### config.mk
export PLATFORM = sky130hd
export DESIGN_NAME = uart_status_control
export DESIGN_NICKNAME = d
export VERILOG_FILES = /design/src/pkg/uart_sc_pkg.sv /design/src/pkg/fifo_if.sv /design/src/uart_status_control.sv /design/src/char_fifo.sv /design/src/baud_tick.sv
export SDC_FILE = /design/constraint.sdc
export NUM_CORES = 1
export LEC_CHECK = 0
export ABC_AREA = 1
export BUFFER_PORTS_ARGS = -buffer_cell sky130_fd_sc_hd__buf_2
export CORE_MARGIN = 1
export CORE_UTILIZATION = 35
export DETAILED_ROUTE_END_ITERATION = 8
export MAX_ROUTING_LAYER = met4
export PLACE_DENSITY = 0.53
export SLEW_MARGIN = 15
export SYNTH_ARGS = -nofsm -noshare
export SYNTH_HDL_FRONTEND = slang
export SYNTH_HIERARCHICAL = 1
export SYNTH_SLANG_ARGS = --single-unit
### constraint.sdc
create_clock -name clk_sys -period 3.05 [get_ports clk_sys]
set_input_delay 0.4575 -clock clk_sys [delete_from_list [all_inputs] [get_ports clk_sys]]
set_output_delay 0.4575 -clock clk_sys [all_outputs]
set_load 0.005 [all_outputs]
### src/pkg/uart_sc_pkg.sv
// holds register offsets, bit positions, reset values and timing for the uart status block
// assumes a 200 MHz system clock and 16 samples per serial bit
package uart_sc_pkg;
  // ----------------------------------------
  // register offsets on the plain port
  // ----------------------------------------
  localparam logic [3:0] ADDR_STATUS  = 4'h0; // serial_status_control
  localparam logic [3:0] ADDR_CONTROL = 4'h1; // infrared / nine-bit / baud divider
  localparam logic [3:0] ADDR_TXDATA  = 4'h2; // write a character
  localparam logic [3:0] ADDR_RXDATA  = 4'h3; // read a character
  localparam logic [3:0] ADDR_IRQ_ST  = 4'h4; // sticky event bits
  localparam logic [3:0] ADDR_IRQ_EN  = 4'h5; // event enables
  localparam logic [3:0] ADDR_IRQ_CLR = 4'h6; // write one to clear
  // ----------------------------------------
  // status/control bit positions
  // ----------------------------------------
  localparam int B_TXINV  = 14;
  localparam int B_BRK    = 11;
  localparam int B_TXEN   = 10;
  localparam int B_TXBF   = 9;
  localparam int B_TX_ALL_EMPTY   = 8;
  localparam int B_RXSELH = 7;
  localparam int B_RXSELL = 6;
  localparam int B_ADDRESS_DETECT_ENABLE  = 5;
  localparam int B_IDLE   = 4;
  localparam int B_PARITY_ERROR_FLAG   = 3;
  localparam int B_FRAMING_ERROR_FLAG   = 2;
  localparam int B_OVERRUN_FLAG   = 1;
  localparam int B_RXDA   = 0;
  // control register bits
  localparam int C_INFRARED_CODEC_ENABLE   = 0;
  localparam int C_NINE   = 1;
  localparam int C_PAREN  = 2;
  localparam int C_PARODD = 3;
  // irq bits
  localparam int I_RX     = 0;
  localparam int I_OVR    = 1;
  localparam int I_ERR    = 2;
  localparam int IRQ_W    = 3;
  // ----------------------------------------
  // sizes and counts
  // ----------------------------------------
  localparam int          FIFO_DEPTH = 4;
  localparam int          PTR_W      = 2;
  localparam int          CNT_W      = 3;
  localparam logic [2:0]  LEVEL_FULL = 3'h4;
  localparam logic [2:0]  LEVEL_3Q   = 3'h3;
  localparam int          WORD_W     = 11; // data9, parity_error_flag, framing_error_flag
  localparam logic [3:0]  OSR_LAST   = 4'hf;
  localparam logic [3:0]  OSR_MID    = 4'h7;
  localparam logic [3:0]  BRK_ZEROS  = 4'hc;
  localparam logic [15:0] RESET_DIV  = 16'h0001;
  localparam logic [3:0]  IR_PULSE   = 4'h5; // 5/16 bit pulse window
endpackage

### src/pkg/fifo_if.sv
// holds the push/pop bundle between the core and its small queues
// assumes a single clock domain
interface fifo_if;
  logic                          push;  // write one word
  logic                          pop;   // drop the head word
  logic                          flush; // empty the queue
  logic [uart_sc_pkg::WORD_W-1:0] wdata; // word in
  logic [uart_sc_pkg::WORD_W-1:0] rdata; // head word, registered
  logic [uart_sc_pkg::CNT_W-1:0]  level; // words held
  modport owner (output push, pop, flush, wdata, input rdata, level);
  modport queue (input push, pop, flush, wdata, output rdata, level);
endinterface

### src/uart_status_control.sv
// holds the serial status/control core: tx/rx engines, queues, flags and irq
// assumes serial_rx_pin is asynchronous and software uses the plain register port
// What this block does
// - infrared on: polarity bit sets idle level directly
// - break sends start, twelve zeros, stop; self-clears
// - tx enable drives pin; clear aborts, flushes
// - tx full flag reads queue full
// - tx empty needs shifter and queue empty
// - select 11: irq when queue reaches four
// - select 10: irq when queue reaches three
// - select 0x: irq on every received character
// - address detect in nine-bit mode keeps ninth-bit-one characters only
// - idle flag high while receiver not busy
// - parity flag follows head character
// - framing flag follows head character
// - overrun set on overflow; software only clears
// - clearing overrun flushes rx queue and shifter
// - data available while rx queue nonempty
// - infrared off: polarity bit inverts idle level
// - rx and tx queues four deep
module uart_status_control (
  input  wire logic        clk_sys,
  input  wire logic        reset_n,
  input  wire logic [3:0]  reg_addr,
  input  wire logic [15:0] reg_wdata,
  input  wire logic        reg_wr,
  input  wire logic        reg_rd,
  output logic      [15:0] reg_rdata,
  input  wire logic        serial_rx_pin,
  output logic             serial_tx_pin,
  output logic             serial_tx_oe_n,
  output logic             irq
);
  typedef enum logic [1:0] {TX_IDLE = 2'b00, TX_START = 2'b01, TX_DATA = 2'b11,
                            TX_STOP = 2'b10} tx_state_type;
  typedef enum logic [1:0] {RX_IDLE = 2'b00, RX_START = 2'b01, RX_DATA = 2'b11,
                            RX_STOP = 2'b10} rx_state_type;
  // ----------------------------------------
  // software state
  // ----------------------------------------
  logic        txinv_ff;    // tx_polarity_invert
  logic        brk_ff;      // tx_break_request
  logic        txen_ff;     // tx_enable_bit
  logic [1:0]  rxsel_ff;    // rx_irq_select
  logic        address_detect_enable_ff;    // address_detect_enable
  logic        overrun_flag_ff;     // overrun_flag
  logic [3:0]  ctrl_ff;     // infrared, nine-bit, parity enable, odd parity
  logic [15:0] div_ff;      // oversample divider
  localparam int IRQ_BITS = uart_sc_pkg::IRQ_W;
  logic [IRQ_BITS-1:0] ist_ff; // sticky events
  logic [IRQ_BITS-1:0] ien_ff; // event enables
  logic [15:0] rdata_ff;    // read answer
  // ----------------------------------------
  // queues and tick
  // ----------------------------------------
  fifo_if txq ();
  fifo_if rxq ();
  logic tick; // sixteen per bit
  char_fifo u_txq (.clk_sys(clk_sys), .reset_n(reset_n), .q(txq)); // storage
  char_fifo u_rxq (.clk_sys(clk_sys), .reset_n(reset_n), .q(rxq));
  baud_tick u_tick (.clk_sys(clk_sys), .reset_n(reset_n), .divisor(div_ff), .tick(tick));
  // ----------------------------------------
  // register decode
  // ----------------------------------------
  wire logic wr_sta  = reg_wr && (reg_addr == uart_sc_pkg::ADDR_STATUS);
  wire logic wr_ctl  = reg_wr && (reg_addr == uart_sc_pkg::ADDR_CONTROL);
  wire logic wr_tx   = reg_wr && (reg_addr == uart_sc_pkg::ADDR_TXDATA);
  wire logic rd_rx   = reg_rd && (reg_addr == uart_sc_pkg::ADDR_RXDATA);
  wire logic wr_ien  = reg_wr && (reg_addr == uart_sc_pkg::ADDR_IRQ_EN);
  wire logic wr_iclr = reg_wr && (reg_addr == uart_sc_pkg::ADDR_IRQ_CLR);
  wire logic nine    = ctrl_ff[uart_sc_pkg::C_NINE];
  wire logic tx_full = (txq.level == uart_sc_pkg::LEVEL_FULL);
  wire logic rx_full = (rxq.level == uart_sc_pkg::LEVEL_FULL);
  wire logic rx_da   = (rxq.level != '0);
  // overrun falls only by software writing zero over a set flag
  wire logic overrun_flag_clr = wr_sta && overrun_flag_ff && !reg_wdata[uart_sc_pkg::B_OVERRUN_FLAG];
  // ----------------------------------------
  // transmitter state
  // ----------------------------------------
  tx_state_type tx_st_ff;
  logic [3:0]  tx_os_ff;   // oversample count
  logic [3:0]  tx_bit_ff;  // bits left
  logic [9:0]  tx_sh_ff;   // data plus optional parity
  logic        tx_brk_ff;  // current frame is break
  logic        tx_line_ff; // unencoded line, 1 = mark
  wire  logic  tx_busy  = (tx_st_ff != TX_IDLE);
  wire  logic  tx_bitend = tick && (tx_os_ff == uart_sc_pkg::OSR_LAST);
  wire  logic  tx_go    = txen_ff && !tx_busy && (brk_ff || txq.level != '0);
  wire  logic  tx_take  = tx_go && !brk_ff;
  wire  logic  tx_par   = ^txq.rdata[7:0] ^ ctrl_ff[uart_sc_pkg::C_PARODD];
  wire  logic  tx_extra = nine || ctrl_ff[uart_sc_pkg::C_PAREN];
  wire  logic [9:0] tx_load = nine ? {1'b1, txq.rdata[8:0]} : {1'b1, tx_par, txq.rdata[7:0]};
  wire  logic  brk_done = tx_busy && tx_brk_ff && (tx_st_ff == TX_STOP) && tx_bitend;
  assign txq.push  = wr_tx && !tx_full && txen_ff;
  assign txq.pop   = tx_take;
  assign txq.flush = !txen_ff;
  assign txq.wdata = {2'h0, reg_wdata[8:0]};
  // one clocked process for the whole transmitter; break length comes from the package, data counts are fixed at 8 or 9
  always_ff @(posedge clk_sys or negedge reset_n) begin
    if (!reset_n) begin
      tx_st_ff <= TX_IDLE;
      tx_os_ff <= '0;
      tx_bit_ff <= '0;
      tx_sh_ff <= '0;
      tx_brk_ff <= 1'b0;
      tx_line_ff <= 1'b1;
    end else if (!txen_ff) begin // abort on disable
      tx_st_ff <= TX_IDLE;
      tx_line_ff <= 1'b1;
    end else begin
      tx_os_ff <= tick ? tx_os_ff + 4'h1 : tx_os_ff;
      unique case (tx_st_ff)
        TX_IDLE: begin
          if (tx_go) begin
            tx_st_ff  <= TX_START;
            tx_os_ff  <= '0;
            tx_brk_ff <= brk_ff;
            tx_sh_ff  <= brk_ff ? '0 : tx_load;
            tx_bit_ff <= brk_ff ? uart_sc_pkg::BRK_ZEROS : (tx_extra ? 4'h9 : 4'h8);
            tx_line_ff <= 1'b0;
          end
        end
        TX_START: if (tx_bitend) begin
          tx_st_ff <= TX_DATA;
          tx_line_ff <= tx_sh_ff[0];
          tx_sh_ff <= {1'b0, tx_sh_ff[9:1]};
          tx_bit_ff <= tx_bit_ff - 4'h1;
        end
        TX_DATA: if (tx_bitend) begin
          if (tx_bit_ff == '0) begin
            tx_st_ff <= TX_STOP;
            tx_line_ff <= 1'b1;
          end else begin
            tx_line_ff <= tx_sh_ff[0];
            tx_sh_ff <= {1'b0, tx_sh_ff[9:1]};
            tx_bit_ff <= tx_bit_ff - 4'h1;
          end
        end
        TX_STOP: if (tx_bitend) begin
          tx_st_ff <= TX_IDLE;
        end
      endcase
    end
  end
  // infrared: short pulse for each zero bit, otherwise the polarity bit level
  wire logic ir_on   = ctrl_ff[uart_sc_pkg::C_INFRARED_CODEC_ENABLE];
  wire logic ir_puls = !tx_line_ff && (tx_os_ff < uart_sc_pkg::IR_PULSE);
  wire logic ir_line = ir_puls ? !txinv_ff : txinv_ff;
  wire logic plain   = tx_line_ff ^ txinv_ff;
  logic pin_ff; // registered pin drive
  always_ff @(posedge clk_sys or negedge reset_n) begin
    if (!reset_n) begin
      pin_ff <= 1'b1;
    end else begin
      pin_ff <= ir_on ? ir_line : plain;
    end
  end
  assign serial_tx_pin  = pin_ff;
  assign serial_tx_oe_n = !txen_ff; // port owns pin when off
  // ----------------------------------------
  // receiver: sync, then oversampled engine
  // ----------------------------------------
  logic rx_s1_ff;
  logic rx_s2_ff;
  logic rx_prev_ff; // synced line one cycle back; idle high so reset makes no edge
  always_ff @(posedge clk_sys or negedge reset_n) begin
    if (!reset_n) begin
      rx_s1_ff   <= 1'b1;
      rx_s2_ff   <= 1'b1;
      rx_prev_ff <= 1'b1;
    end else begin
      rx_s1_ff   <= serial_rx_pin;
      rx_s2_ff   <= rx_s1_ff;
      rx_prev_ff <= rx_s2_ff;
    end
  end
  rx_state_type rx_st_ff;
  logic [3:0] rx_os_ff;
  logic [3:0] rx_bit_ff;
  logic [9:0] rx_sh_ff;
  wire logic rx_mid = tick && (rx_os_ff == uart_sc_pkg::OSR_MID);
  wire logic rx_nbits = nine || ctrl_ff[uart_sc_pkg::C_PAREN];
  // the last bit lands in sh[9]: first bit sits at sh[1] for nine bits, sh[2] for eight
  wire logic [9:0] rx_word = rx_nbits ? {1'b0, rx_sh_ff[9:1]} : {2'b00, rx_sh_ff[9:2]};
  wire logic rx_parity_error_flag = ctrl_ff[uart_sc_pkg::C_PAREN] && !nine &&
                       (^rx_word[8:0] != ctrl_ff[uart_sc_pkg::C_PARODD]);
  wire logic rx_done = (rx_st_ff == RX_STOP) && rx_mid;
  wire logic rx_keep = !(address_detect_enable_ff && nine && !rx_word[8]);
  wire logic rx_xfer = rx_done && rx_keep && !overrun_flag_ff && !rx_full;
  wire logic rx_ovf  = rx_done && rx_keep && !overrun_flag_ff && rx_full;
  always_ff @(posedge clk_sys or negedge reset_n) begin
    if (!reset_n) begin
      rx_st_ff <= RX_IDLE;
      rx_os_ff <= '0;
      rx_bit_ff <= '0;
      rx_sh_ff <= '0;
    end else if (overrun_flag_clr) begin // shifter back to empty
      rx_st_ff <= RX_IDLE;
      rx_os_ff <= '0;
    end else begin
      rx_os_ff <= tick ? rx_os_ff + 4'h1 : rx_os_ff;
      unique case (rx_st_ff)
        // start on a falling edge only: a low stop bit must not restart the frame
        RX_IDLE: if (!rx_s2_ff && rx_prev_ff) begin
          rx_st_ff <= RX_START;
          rx_os_ff <= '0;
        end
        RX_START: if (rx_mid) begin
          rx_st_ff  <= rx_s2_ff ? RX_IDLE : RX_DATA; // glitch rejection
          rx_bit_ff <= rx_nbits ? 4'h9 : 4'h8;
        end
        RX_DATA: if (rx_mid) begin
          rx_sh_ff  <= {rx_s2_ff, rx_sh_ff[9:1]};
          rx_bit_ff <= rx_bit_ff - 4'h1;
          if (rx_bit_ff == 4'h1) begin
            rx_st_ff <= RX_STOP;
          end
        end
        RX_STOP: if (rx_mid) begin
          rx_st_ff <= RX_IDLE;
        end
      endcase
    end
  end
  assign rxq.push  = rx_xfer;
  assign rxq.pop   = rd_rx && rx_da;
  assign rxq.flush = overrun_flag_clr;
  assign rxq.wdata = {rx_parity_error_flag, !rx_s2_ff, rx_word[8:0]};
  wire logic rx_idle = (rx_st_ff == RX_IDLE);
  // receive interrupt condition by level reached on this transfer
  wire logic [2:0] lvl_after = rxq.level + 3'h1;
  wire logic rx_evt = rx_xfer && (rxsel_ff[1] ?
                      (lvl_after == (rxsel_ff[0] ? uart_sc_pkg::LEVEL_FULL
                                                 : uart_sc_pkg::LEVEL_3Q)) : 1'b1);
  wire logic [IRQ_BITS-1:0] evt = {rxq.wdata[9] && rx_xfer, rx_ovf, rx_evt};
  // ----------------------------------------
  // register writes and flags
  // ----------------------------------------
  always_ff @(posedge clk_sys or negedge reset_n) begin
    if (!reset_n) begin
      txinv_ff <= 1'b0;
      brk_ff   <= 1'b0;
      txen_ff  <= 1'b0;
      rxsel_ff <= '0;
      address_detect_enable_ff <= 1'b0;
      overrun_flag_ff  <= 1'b0;
      ctrl_ff  <= '0;
      div_ff   <= uart_sc_pkg::RESET_DIV;
      ien_ff   <= '0;
    end else begin
      if (wr_sta) begin
        txinv_ff <= reg_wdata[uart_sc_pkg::B_TXINV];
        txen_ff  <= reg_wdata[uart_sc_pkg::B_TXEN];
        rxsel_ff <= reg_wdata[uart_sc_pkg::B_RXSELH:uart_sc_pkg::B_RXSELL];
        address_detect_enable_ff <= reg_wdata[uart_sc_pkg::B_ADDRESS_DETECT_ENABLE];
      end
      // completion clear loses to a fresh software set
      if (wr_sta && reg_wdata[uart_sc_pkg::B_BRK]) begin
        brk_ff <= 1'b1;
      end else if (brk_done || !txen_ff) begin
        brk_ff <= 1'b0;
      end
      // overflow wins over a clear in the same cycle
      if (rx_ovf) begin
        overrun_flag_ff <= 1'b1;
      end else if (overrun_flag_clr) begin
        overrun_flag_ff <= 1'b0;
      end
      if (wr_ctl) begin
        ctrl_ff <= reg_wdata[3:0];
      end
      if (wr_ctl && reg_wdata[15:4] != '0) begin
        div_ff <= {4'h0, reg_wdata[15:4]};
      end
      if (wr_ien) begin
        ien_ff <= reg_wdata[IRQ_BITS-1:0];
      end
    end
  end
  // sticky events: set beats clear
  always_ff @(posedge clk_sys or negedge reset_n) begin
    if (!reset_n) begin
      ist_ff <= '0;
    end else begin
      ist_ff <= (ist_ff & ~(wr_iclr ? reg_wdata[IRQ_BITS-1:0] : '0)) | evt;
    end
  end
  assign irq = |(ist_ff & ien_ff);
  // ----------------------------------------
  // read mux, answer next cycle
  // ----------------------------------------
  logic [15:0] sta_word;
  always_comb begin
    sta_word = '0;
    sta_word[uart_sc_pkg::B_TXINV] = txinv_ff;
    sta_word[uart_sc_pkg::B_BRK]   = brk_ff;
    sta_word[uart_sc_pkg::B_TXEN]  = txen_ff;
    sta_word[uart_sc_pkg::B_TXBF]  = tx_full;
    sta_word[uart_sc_pkg::B_TX_ALL_EMPTY]  = !tx_busy && (txq.level == '0);
    sta_word[uart_sc_pkg::B_RXSELH:uart_sc_pkg::B_RXSELL] = rxsel_ff;
    sta_word[uart_sc_pkg::B_ADDRESS_DETECT_ENABLE] = address_detect_enable_ff;
    sta_word[uart_sc_pkg::B_IDLE]  = rx_idle;
    sta_word[uart_sc_pkg::B_PARITY_ERROR_FLAG]  = rx_da && rxq.rdata[10];
    sta_word[uart_sc_pkg::B_FRAMING_ERROR_FLAG]  = rx_da && rxq.rdata[9];
    sta_word[uart_sc_pkg::B_OVERRUN_FLAG]  = overrun_flag_ff;
    sta_word[uart_sc_pkg::B_RXDA]  = rx_da;
  end
  wire logic [15:0] rd_mux =
      (reg_addr == uart_sc_pkg::ADDR_STATUS)  ? sta_word :
      (reg_addr == uart_sc_pkg::ADDR_CONTROL) ? {div_ff[11:0], ctrl_ff} :
      (reg_addr == uart_sc_pkg::ADDR_RXDATA)  ? {7'h00, rxq.rdata[8:0]} :
      (reg_addr == uart_sc_pkg::ADDR_IRQ_ST)  ? {13'h0000, ist_ff} :
      (reg_addr == uart_sc_pkg::ADDR_IRQ_EN)  ? {13'h0000, ien_ff} : 16'h0000;
  always_ff @(posedge clk_sys or negedge reset_n) begin
    if (!reset_n) begin
      rdata_ff <= '0;
    end else begin
      rdata_ff <= reg_rd ? rd_mux : '0;
    end
  end
  assign reg_rdata = rdata_ff;
  // ----------------------------------------
  // checks
  // ----------------------------------------
  a_tx_empty_flag: assert property (@(posedge clk_sys) disable iff (!reset_n)
    $rose(sta_word[uart_sc_pkg::B_TX_ALL_EMPTY]) |-> $past(tx_st_ff == TX_STOP || !txen_ff))
    else $error("tx empty flag rose mid transfer");
  a_overrun_flush: assert property (@(posedge clk_sys) disable iff (!reset_n)
    (overrun_flag_clr && !rx_ovf) |=> (rxq.level == '0 && !overrun_flag_ff))
    else $error("overrun clear did not flush");
  a_no_xfer_ovr: assert property (@(posedge clk_sys) disable iff (!reset_n)
    overrun_flag_ff |-> !rxq.push)
    else $error("transfer while overrun set");
  a_ovr_sets: assert property (@(posedge clk_sys) disable iff (!reset_n)
    rx_ovf |=> overrun_flag_ff)
    else $error("overflow lost");
  a_full_flag: assert property (@(posedge clk_sys) disable iff (!reset_n)
    (txq.level <= uart_sc_pkg::LEVEL_FULL) && (rxq.level <= uart_sc_pkg::LEVEL_FULL))
    else $error("queue level beyond depth");
  a_tx_disable: assert property (@(posedge clk_sys) disable iff (!reset_n)
    !txen_ff |=> (txq.level == '0 && tx_st_ff == TX_IDLE))
    else $error("tx disable did not abort");
  a_data_avail: assert property (@(posedge clk_sys) disable iff (!reset_n)
    $rose(rxq.level != '0) |-> $past(rxq.push))
    else $error("data appeared without transfer");
  a_rx_irq_any: assert property (@(posedge clk_sys) disable iff (!reset_n)
    (rx_xfer && !rxsel_ff[1]) |=> ist_ff[uart_sc_pkg::I_RX])
    else $error("rx event lost");
endmodule

### src/char_fifo.sv
// holds a four deep character queue with registered head word
// assumes the owner never pushes when full nor pops when empty
module char_fifo (
  input  wire logic clk_sys,
  input  wire logic reset_n,
  fifo_if.queue     q
);
  logic [uart_sc_pkg::WORD_W-1:0] mem_ff [uart_sc_pkg::FIFO_DEPTH]; // storage
  logic [uart_sc_pkg::PTR_W-1:0]  wr_ff;                            // write pointer
  logic [uart_sc_pkg::PTR_W-1:0]  rd_ff;                            // read pointer
  logic [uart_sc_pkg::CNT_W-1:0]  lvl_ff;                           // fill level
  logic [uart_sc_pkg::WORD_W-1:0] head_ff;                          // registered head
  wire  logic [uart_sc_pkg::PTR_W-1:0] nxt_rd = q.pop ? rd_ff + 1'b1 : rd_ff;
  // ----------------------------------------
  // pointers and level
  // ----------------------------------------
  always_ff @(posedge clk_sys or negedge reset_n) begin
    if (!reset_n) begin
      wr_ff  <= '0;
      rd_ff  <= '0;
      lvl_ff <= '0;
    end else if (q.flush) begin
      wr_ff  <= '0;
      rd_ff  <= '0;
      lvl_ff <= '0;
    end else begin
      wr_ff  <= q.push ? wr_ff + 1'b1 : wr_ff;
      rd_ff  <= nxt_rd;
      lvl_ff <= lvl_ff + {2'h0, q.push} - {2'h0, q.pop};
    end
  end
  // storage has no reset; head word follows the read pointer
  always_ff @(posedge clk_sys) begin
    if (q.push) begin
      mem_ff[wr_ff] <= q.wdata;
    end
  end
  // head tracks a push into an empty queue too, so flags follow the top
  always_ff @(posedge clk_sys or negedge reset_n) begin
    if (!reset_n) begin
      head_ff <= '0;
    end else if (q.push && (nxt_rd == wr_ff)) begin
      head_ff <= q.wdata;
    end else begin
      head_ff <= mem_ff[nxt_rd];
    end
  end
  assign q.rdata = head_ff;
  assign q.level = lvl_ff;
endmodule

### src/baud_tick.sv
// holds the oversampling tick divider
// assumes the divider value is static while a character moves
module baud_tick (
  input  wire logic        clk_sys,
  input  wire logic        reset_n,
  input  wire logic [15:0] divisor,
  output logic             tick
);
  logic [15:0] cnt_ff; // cycles left to next tick
  wire  logic  wrap = (cnt_ff == '0);
  // ----------------------------------------
  // down counter, reloads on wrap
  // ----------------------------------------
  always_ff @(posedge clk_sys or negedge reset_n) begin
    if (!reset_n) begin
      cnt_ff <= '0;
    end else begin
      cnt_ff <= wrap ? divisor : cnt_ff - 16'h0001;
    end
  end
  assign tick = wrap;
endmodule

==> summary.md, run 1 <==
| Metric | Value |
|---|---|
| Status | finished clean |
| Ant diodes | 0 |
| FMAX | 368 MHz |
| RSZ-0062 raised after global routing | no |
| Tmin final | 2720 ps |
| Initial drt markers | 466 |
| Worst endpoint required time | 3470 ps |
| Busiest grt layer | met2 |
| Port bufs | 43 |
| Critical path fanouts, max | 12 |
| Worst setup EP type | register |
| CP cell instances | inv_1 > ha_1 > nand3_1 > nor2_1 > nand3_1 > inv_1 > nand3_1 > nor2_1 > nand2_1 > a21oi_1 > buf_4 > nand2_1 > nor2_4 > nand2_4 > nand2_1 > nand2_1 |
| Slowest stage delay, CP | 400 ps |
| WP buf/inv | 3 |
| Area Growth Syn to Fin | 14.6% |
| Drt pass-1 iters | 5 |
| Worst Hold Class | input pin to register |
| CP Data Arrival Time | 3140 ps |
| Grt met3 use | 2.12% |
| CP delay by family, top | simple AND/OR/NAND/NOR gates |
| Ys Warns | 6 |
| Cell repeated most along the worst path | nand2_1 |
| Commonest non-fill, non-tap cell in the layout | nand2_1 |
| Placed cells | 1712 |
| Setup repair bufs after CTS | 0 |
| Chip Width | 180 µm |
| GRT Util Overall | 17.2% |
| Critical path startpoint | u_tick/cnt_ff[0] |
| Pleak | 6.25 nW |
| Final Max Tran Viols | 0 |
| Maximum vdd ir drop | 0.338 mV |
| Hpwl dp | 18.9 mm |
| Die area | 32500 µm² |
| Pwr dens | 653 nW/µm² |
| Wire per inst | 15.0 µm |
| CTS tree | built |
| Initial Utilization | 36.0% |
| Proportion of layout cells with a drive suffix above 1 | 14.1% |
| CTS H-tree depth | 1 |
| Routed WL | 26.4 mm |
| Maximum clock path buffer count | 3 |
| Vias in the first global route | 7974 |
| Setup crit start kind | register |
| Crit-path slowest cell | dfrtp_1 |
| Avg Synthesized Cell Area | 8.69 µm² |
| Final #Nets | 1394 |
| Setup Skew | 11.0 ps |
| Met2 Use GR | 26.8% |
| Largest net degree at the start of global routing | 56 |
| IO Count | 44 |
| Via density | 4.70 |
| Met1 global-route usage | 23.3% |
| Drt drc | 0 |
| Initial antenna violation count | 0 |
| CTS Buf Count | 26 |
| Clock sinks | 220 |
| Global-route wire length before repair | 43.2 mm |
| MaxCap Viol Count | 0 |
| Chip height | 180 µm |
| Mapped Cells | 1280 |
| Row cnt | 64 |
| Routed vias | 8273 |
| Grt ovf | 0 |
| Final hold vios | 0 |
| Crit Reg-Reg Startpoint | u_tick/cnt_ff[0] |
| Clk slew on worst S/H paths | 60 ps |
| Final Cycle Share | 89.2% |
| CTS root buf | clkbuf_16 |
| Post-Synthesis Cell Area | 11100 µm² |
| Most frequent cells in the layout | 357 x nand2_1, 203 x inv_1, 153 x nand3_1 |
| ANT nets after route | 0 |
| Clk_lat worst skew | 530 ps |
| Slew @ Worst Pin | 890 ps |
| Relative slew slack | 40.1% |
| Finished Layout Cells | 1761 |
| Final setup violation count | 0 |
| Setup TNS | 0 ps |
| Final RePlAce weighted congestion | 0.832 |
| Setup Crit Path Kind | register to register |
| Min-Delay Startpoint | serial_rx_pin |
| Core Area | 30900 µm² |
==> sequential cells by signal, summed over array words and instances, names as in the netlist, 3 cells and up <==
| name | flops |
|---|---|
| u_rxq/mem_ff | 44 |
| rx_os_ff | 4 |
| tx_bit_ff | 4 |
| u_rxq/q.rdata | 11 |
| u_txq/q.level | 3 |
| tx_os_ff | 4 |
| u_tick/cnt_ff | 16 |
| ist_ff | 3 |
| div_ff | 12 |
| ien_ff | 3 |
| tx_sh_ff | 10 |
| u_txq/mem_ff | 36 |
| rx_bit_ff | 4 |
| rx_sh_ff | 9 |
| ctrl_ff | 4 |
| reg_rdata | 16 |
| u_rxq/q.level | 3 |
| u_txq/q.rdata | 9 |
==> worst paths after layout <==
| check | end | slack (ps) | cells past startpoint |
|---|---|---|---|
| setup / recovery | u_rxq/q.rdata[7] | 330 | 16 |
| hold / removal | rx_s1_ff | 40 | 1 |
| setup reg to reg | u_rxq/q.rdata[7] | 330 | 16 |
| hold reg to reg | rx_s2_ff | 360 | 0 |
| max in group asynchronous | tx_line_ff | 1890 | 3 |
| min in group asynchronous | rx_sh_ff[3] | 450 | 2 |
==> power breakdown <==
group | switching [mW] | total [mW] | internal, mW
clock | 1.21 | 3.17 | 1.96
sequential | 0.249 | 3.63 | 3.38
combinational | 0.998 | 1.52 | 0.524
total | 2.46 | 8.32 | 5.86
==> cell type report <==
type	instances	area, µm²
Fill cell	3042	18200
Sequential cell	220	5910
Multi-Input combinational cell	814	4190
Inverter	213	802
Clock buffer	34	743
Tap cell	396	495
Timing Repair Buffer	70	452
Clock inverter	14	144
==> timing repair <==
| action | CTS | global route |
|---|---|---|
| endpoints found under the hold margin | 48 | 0 |
| hold buffers | 1 | 0 |
| setup endpoints to repair | 0 | 10 |
| gates resized for setup | 0 | 1 |
==> layer usage <==
| layer | wire length (µm) | vias up |
|---|---|---|
| met5 | 0 | - |
| met4 | 668 | 0 |
| met3 | 930 | 41 |
| met2 | 12200 | 145 |
| met1 | 12600 | 3884 |
| li1 | - | 4203 |
==> through the flow <==
stage	util (%)	total power [mW]	cell area, µm²	hold slack [ps]	setup WS, ps
5_1_grt	41.2	8.80	12700	24.5	45.7
3_3_place_gp	38.3	5.16	11800	356	341
4_1_cts	41.2	8.41	12700	21.9	216
3_5_place_dp	38.3	5.20	11800	349	230
6_report	41.2	8.32	12700	38.8	330
2_1_floorplan	-	4.72	11100	162	407
(Power assumes the default switching activity.)
==> run 2, diff against run 1 <==
--- a/config.mk
+++ b/config.mk
@@ -8,10 +8,10 @@
 export ABC_AREA = 1
 export BUFFER_PORTS_ARGS = -buffer_cell sky130_fd_sc_hd__buf_2
 export CORE_MARGIN = 1
-export CORE_UTILIZATION = 35
+export CORE_UTILIZATION = 55
 export DETAILED_ROUTE_END_ITERATION = 8
 export MAX_ROUTING_LAYER = met4
-export PLACE_DENSITY = 0.53
+export PLACE_DENSITY = 0.75
 export SLEW_MARGIN = 15
 export SYNTH_ARGS = -nofsm -noshare
 export SYNTH_HDL_FRONTEND = slang
==> summary.md, run 2 (synthesis gave the netlist of run 1 again) <==
| Metric | Value |
|---|---|
| Vias in the first global route | 8198 |
| Final Max Tran Viols | 0 |
| Area Growth Syn to Fin | 12.1% |
| Relative slew slack | 40.7% |
| Chip height | 144 µm |
| Slew @ Worst Pin | 880 ps |
| Final hold vios | 0 |
| Fillers | 1618 |
| Worst Hold Class | input pin to register |
| Initial Utilization | 56.6% |
| IO Count | 44 |
| Port bufs | 43 |
| Final #Nets | 1387 |
| Maximum clock path buffer count | 3 |
| MaxCap Viol Count | 0 |
| Placed cells | 1576 |
| Post-CTS Resized | 0 |
| Top Registers | u_rxq/mem_ff x44, u_txq/mem_ff x36 |
| Crit-path slowest cell | dfrtp_1 |
| Final setup violation count | 0 |
| Switching Share | 29.7% |
| Largest Register | u_rxq/mem_ff |
| Pleak | 6.19 nW |
| Pwr dens | 655 nW/µm² |
| Core Area | 19700 µm² |
| Final RePlAce weighted congestion | 0.906 |
| Wire per inst | 15.4 µm |
| Worst endpoint required time | 3450 ps |
| CTS Buf Count | 24 |
| Worst setup margin | 321 ps |
| Setup repair bufs after CTS | 0 |
| Setup Skew | 12.0 ps |
| Die area | 20800 µm² |
| Routed vias | 8515 |
| Cell Area, Placed | 11600 µm² |
| Clock Power Share | 36.9% |
| Setup Crit Path Kind | register to register |
| GRT Util Overall | 26.1% |
| Initial drt markers | 668 |
| Clk_lat worst skew | 520 ps |
| Tmin final | 2730 ps |
| Final Cycle Share | 89.5% |
| CTS tree | built |
| Critical path fanouts, max | 10 |
| Slowest stage delay, CP | 400 ps |
| CTS root buf | clkbuf_16 |
| Chip Width | 144 µm |
| Register share of total power | 44.3% |
| CP Data Arrival Time | 3130 ps |
| Row cnt | 51 |
| Post-route cell area | 12500 µm² |
| Global-route wire length before repair | 40.9 mm |
| Finished Layout Cells | 1621 |
| Commonest non-fill, non-tap cell in the layout | nand2_1 |
| Routed WL | 24.9 mm |
| CTS H-tree depth | 1 |
| Register Area | 5910 µm² |
| Proportion of layout cells with a drive suffix above 1 | 13.9% |
| CP cell instances | inv_1 > ha_1 > nand3_1 > nor2_1 > nand3_1 > inv_1 > nand3_1 > nor2_1 > nand2_1 > a21oi_1 > buf_4 > ha_1 > inv_1 > fa_1 > xor2_1 > nor2_1 |
| Logic pwr share | 18.8% |
| Worst setup EP type | register |
| Net switching power | 2.42 mW |
| Multi-input logic area | 4190 µm² |
| Clk slew on worst S/H paths | 60 ps |
| Largest net degree at the start of global routing | 70 |
| Most frequent cells in the layout | 357 x nand2_1, 203 x inv_1, 153 x nand3_1 |
| CP delay by family, top | adder cells |
| Maximum vdd ir drop | 0.420 mV |
| Grt ovf | 0 |
| Initial antenna violation count | 0 |
| ANT nets after route | 0 |
| Clock sinks | 220 |
| Setup crit start kind | register |
| Drt drc | 0 |
| Hpwl dp | 17.3 mm |
| Worst slack at placement | 326 ps |
| Hold Worst Slack | 40.3 ps |
| Drt pass-1 iters | 5 |
| # hold bufs at CTS | 1 |
| WP buf/inv | 4 |
| Setup TNS | 0 ps |
| Ant diodes | 0 |
| Max reg flops | 44 |
| FMAX | 366 MHz |
| Via density | 5.25 |
| Cell-internal power | 5.74 mW |
| RSZ-0062 raised after global routing | no |
| Status | finished clean |
[run 2: cell types whose count changed in the layout (fill, tap and decap cells not counted), sizes merged]
cell,delta
clkbuf,-1
clkinvlp,+1
buf,-5
clkinv,-4
[run 2: per-layer routing]
| layer | up-vias | track usage [%] | part of all wire [%] |
|---|---|---|---|
| met1 | 4066 | 33.4 | 44 |
| met2 | 222 | 42.0 | 48 |
| met4 | 0 | 9.20 | 3.0 |
| li1 | 4171 | - | - |
| met3 | 56 | 4.40 | 5.3 |
| met5 | - | - | 0 |
[run 2: stage by stage]
stage / utilization, % / power (mW)
2_1_floorplan: - / 4.72
3_3_place_gp: 59.1 / 5.12
3_5_place_dp: 59.1 / 5.17
4_1_cts: 63.4 / 8.19
5_1_grt: 63.4 / 8.57
6_report: 63.4 / 8.17
[run 2: path summary, 6_finish.rpt]
check | from | end | slack, ps | cells past startpoint
setup / recovery | u_tick/cnt_ff[0] | u_rxq/q.level[2] | 320 | 16
hold / removal | serial_rx_pin | rx_s1_ff | 40 | 1
setup reg to reg | u_tick/cnt_ff[0] | u_rxq/q.level[2] | 320 | 16
hold reg to reg | rx_s1_ff | rx_s2_ff | 350 | 0
max in group asynchronous | reset_n | rx_s2_ff | 1840 | 3
min in group asynchronous | reset_n | tx_bit_ff[1] | 420 | 2
[run 2: power by group through the flow]
stage,combinational [mW],clock (mW),sequential [mW]
6_report,1.54,3.02,3.62
5_1_grt,1.75,3.17,3.65
4_1_cts,1.53,3.06,3.61
3_5_place_dp,1.51,0,3.66
3_3_place_gp,1.46,0,3.66
2_1_floorplan,1.12,0,3.60
[run 2: layout make-up]
cell class                      instances  share of cell area [%]
Clock inverter                         11                    1.12
Sequential cell                       220                    47.4
Tap cell                              265                    2.66
Clock buffer                           33                    5.58
Inverter                              213                    6.43
Timing Repair Buffer                   65                    3.22
Multi-Input combinational cell        814                    33.6
==> run 3, diff against run 2 <==
--- a/config.mk
+++ b/config.mk
@@ -7,6 +7,7 @@
 export LEC_CHECK = 0
 export ABC_AREA = 1
 export BUFFER_PORTS_ARGS = -buffer_cell sky130_fd_sc_hd__buf_2
+export CAP_MARGIN = 10
 export CORE_MARGIN = 1
 export CORE_UTILIZATION = 55
 export DETAILED_ROUTE_END_ITERATION = 8
==> constraint.sdc (replaced) <==
create_clock -name clk_sys -period 3.05 [get_ports clk_sys]
set_input_delay 0.915 -clock clk_sys [delete_from_list [all_inputs] [get_ports clk_sys]]
set_output_delay 0.915 -clock clk_sys [all_outputs]
set_load 0.01 [all_outputs]
==> summary.md, run 3 (synthesis gave the netlist of run 1 again) <==
| Metric | Value |
|---|---|
| Status | finished clean |
| Initial antenna violation count | 0 |
| Final RePlAce weighted congestion | 0.948 |
| Logic pwr share | 18.9% |
| Hold Worst Slack | 355 ps |
| Initial Utilization | 56.6% |
| Routed vias | 8483 |
| Max reg flops | 44 |
| Min-Delay Startpoint | rx_s1_ff |
| Chip height | 144 µm |
| Final Cycle Share | 89.9% |
| Routed WL | 24.8 mm |
| Grt ovf | 0 |
| Final setup violation count | 0 |
| CP cell instances | nor3_1 > nand2_1 > nand2_1 > inv_1 > nand2_1 > clkinv_1 > ha_1 > inv_1 > ha_1 > inv_1 > fa_1 > xor2_1 > nor2_1 |
| Setup Crit Path Kind | register to register |
| Port bufs | 43 |
| Fillers | 1630 |
| Largest Register | u_rxq/mem_ff |
| Register share of total power | 44.4% |
| Setup repair bufs after CTS | 0 |
| Tmin final | 2740 ps |
| Top Registers | u_rxq/mem_ff x44, u_txq/mem_ff x36 |
| ANT nets after route | 0 |
| Clk_lat worst skew | 510 ps |
| Multi-input logic area | 4190 µm² |
| Hpwl dp | 17.4 mm |
| Via density | 5.20 |
| Worst endpoint required time | 3490 ps |
| Most frequent cells in the layout | 357 x nand2_1, 203 x inv_1, 153 x nand3_1 |
| Slowest stage delay, CP | 440 ps |
| Commonest non-fill, non-tap cell in the layout | nand2_1 |
| RSZ-0062 raised after global routing | no |
| Row cnt | 51 |
| CTS Buf Count | 24 |
| Largest net degree at the start of global routing | 63 |
| Final Max Tran Viols | 0 |
| Pleak | 6.24 nW |
| Relative slew slack | 61.4% |
| CTS H-tree depth | 1 |
| Drt drc | 0 |
| WP buf/inv | 4 |
| Maximum vdd ir drop | 0.336 mV |
| Initial drt markers | 647 |
| Crit-path slowest cell | dfrtp_1 |
| FMAX | 365 MHz |
| Register Area | 5910 µm² |
| Setup crit start kind | register |
| Worst setup EP type | register |
| GRT Util Overall | 26.2% |
| Setup TNS | 0 ps |
| CTS root buf | clkbuf_16 |
| Net switching power | 2.40 mW |
| Final #Nets | 1398 |
| CP delay by family, top | adder cells |
| Worst Hold Class | register to register |
| Clock Power Share | 36.7% |
| Clock sinks | 220 |
| Core Area | 19700 µm² |
| Post-CTS Resized | 0 |
| # hold bufs at CTS | 0 |
| Drt pass-1 iters | 5 |
| Chip Width | 144 µm |
| Slew @ Worst Pin | 580 ps |
| Vias in the first global route | 8133 |
| Area Growth Syn to Fin | 12.7% |
| IO Count | 44 |
| Crit Reg-Reg Startpoint | u_txq/q.level[1] |
| Final hold vios | 0 |
| Pwr dens | 651 nW/µm² |
| Critical path fanouts, max | 6 |
| CP Data Arrival Time | 3180 ps |
| CTS tree | built |
| Switching Share | 29.4% |
| MaxCap Viol Count | 0 |
| Clk slew on worst S/H paths | 60 ps |
| Die area | 20800 µm² |
| Maximum clock path buffer count | 3 |
| Wire per inst | 15.2 µm |
| Setup Skew | 13.4 ps |
| Critical path startpoint | u_txq/q.level[1] |
| Cell-internal power | 5.76 mW |
| Global-route wire length before repair | 40.9 mm |
| Proportion of layout cells with a drive suffix above 1 | 14.3% |
| Ant diodes | 0 |
run 3: cell types whose count changed in the layout (fill, tap and decap cells not counted), moves of 2 or more:
| cell | change |
|---|---|
| clkinvlp_4 | -2 |
| clkbuf_8 | -3 |
| clkbuf_1 | +3 |
| clkinv_1 | +2 |
| buf_4 | +12 |
run 3: path summary, 6_finish.rpt:
kind / to / slack [ps] / depth (start not counted)
min in group asynchronous: tx_sh_ff[0] / 380 / 1
worst max register to register: u_txq/q.level[2] / 310 / 13
worst max-delay path: u_txq/q.level[2] / 310 / 13
worst min register to register: rx_s2_ff / 350 / 0
max in group asynchronous: rx_s2_ff / 1940 / 2
worst min-delay path: rx_s2_ff / 350 / 0
run 3: power by group through the flow:
stage | Clock (mW) | Combinational [mW] | Sequential [mW]
2_1_floorplan | 0 | 1.13 | 3.60
3_3_place_gp | 0 | 1.47 | 3.67
3_5_place_dp | 0 | 1.53 | 3.67
4_1_cts | 3.04 | 1.53 | 3.62
5_1_grt | 3.17 | 1.75 | 3.66
6_report | 3.00 | 1.54 | 3.63
run 3: metal layers:
| metal | routed length, µm | vias up | share of wire (%) | global-route usage [%] |
|---|---|---|---|---|
| li1 | - | 4204 | - | - |
| met4 | 722 | 0 | 2.9 | 9.03 |
| met5 | 0 | - | 0 | - |
| met2 | 11600 | 257 | 47 | 41.5 |
| met3 | 1580 | 52 | 6.4 | 3.91 |
| met1 | 10900 | 3970 | 44 | 34.6 |
run 3: stage by stage:
stage                     instance area, µm²  power [mW]  utilization [%]  setup slack (ps)  std cells
after CTS                              12500        8.20             63.8               308       1632
after global routing                   12500        8.58             63.8              37.4       1632
after global placement                 11700        5.14             59.6               325       1588
after floorplan                        11100        4.73                -               205       1283
after detailed placement               11700        5.20             59.6               292       1588
final                                  12500        8.17             63.8               307       1632
run 3: layout make-up:
type | instances | area share, %
Timing Repair Buffer | 76 | 3.84
Sequential cell | 220 | 47.2
Inverter | 213 | 6.40
Tap cell | 265 | 2.65
Clock inverter | 11 | 1.23
Clock buffer | 33 | 5.31
Multi-Input combinational cell | 814 | 33.4
run 3: worst reg2reg max path, cell delays in order (launching register included):
cell and delay (ps):
dfrtp_1 440, nor3_1 350, nand2_1 100, nand2_1 90, inv_1 100, nand2_1 120, clkinv_1 220, ha_1 350
inv_1 50, ha_1 140, inv_1 60, fa_1 390, xor2_1 170, nor2_1 90
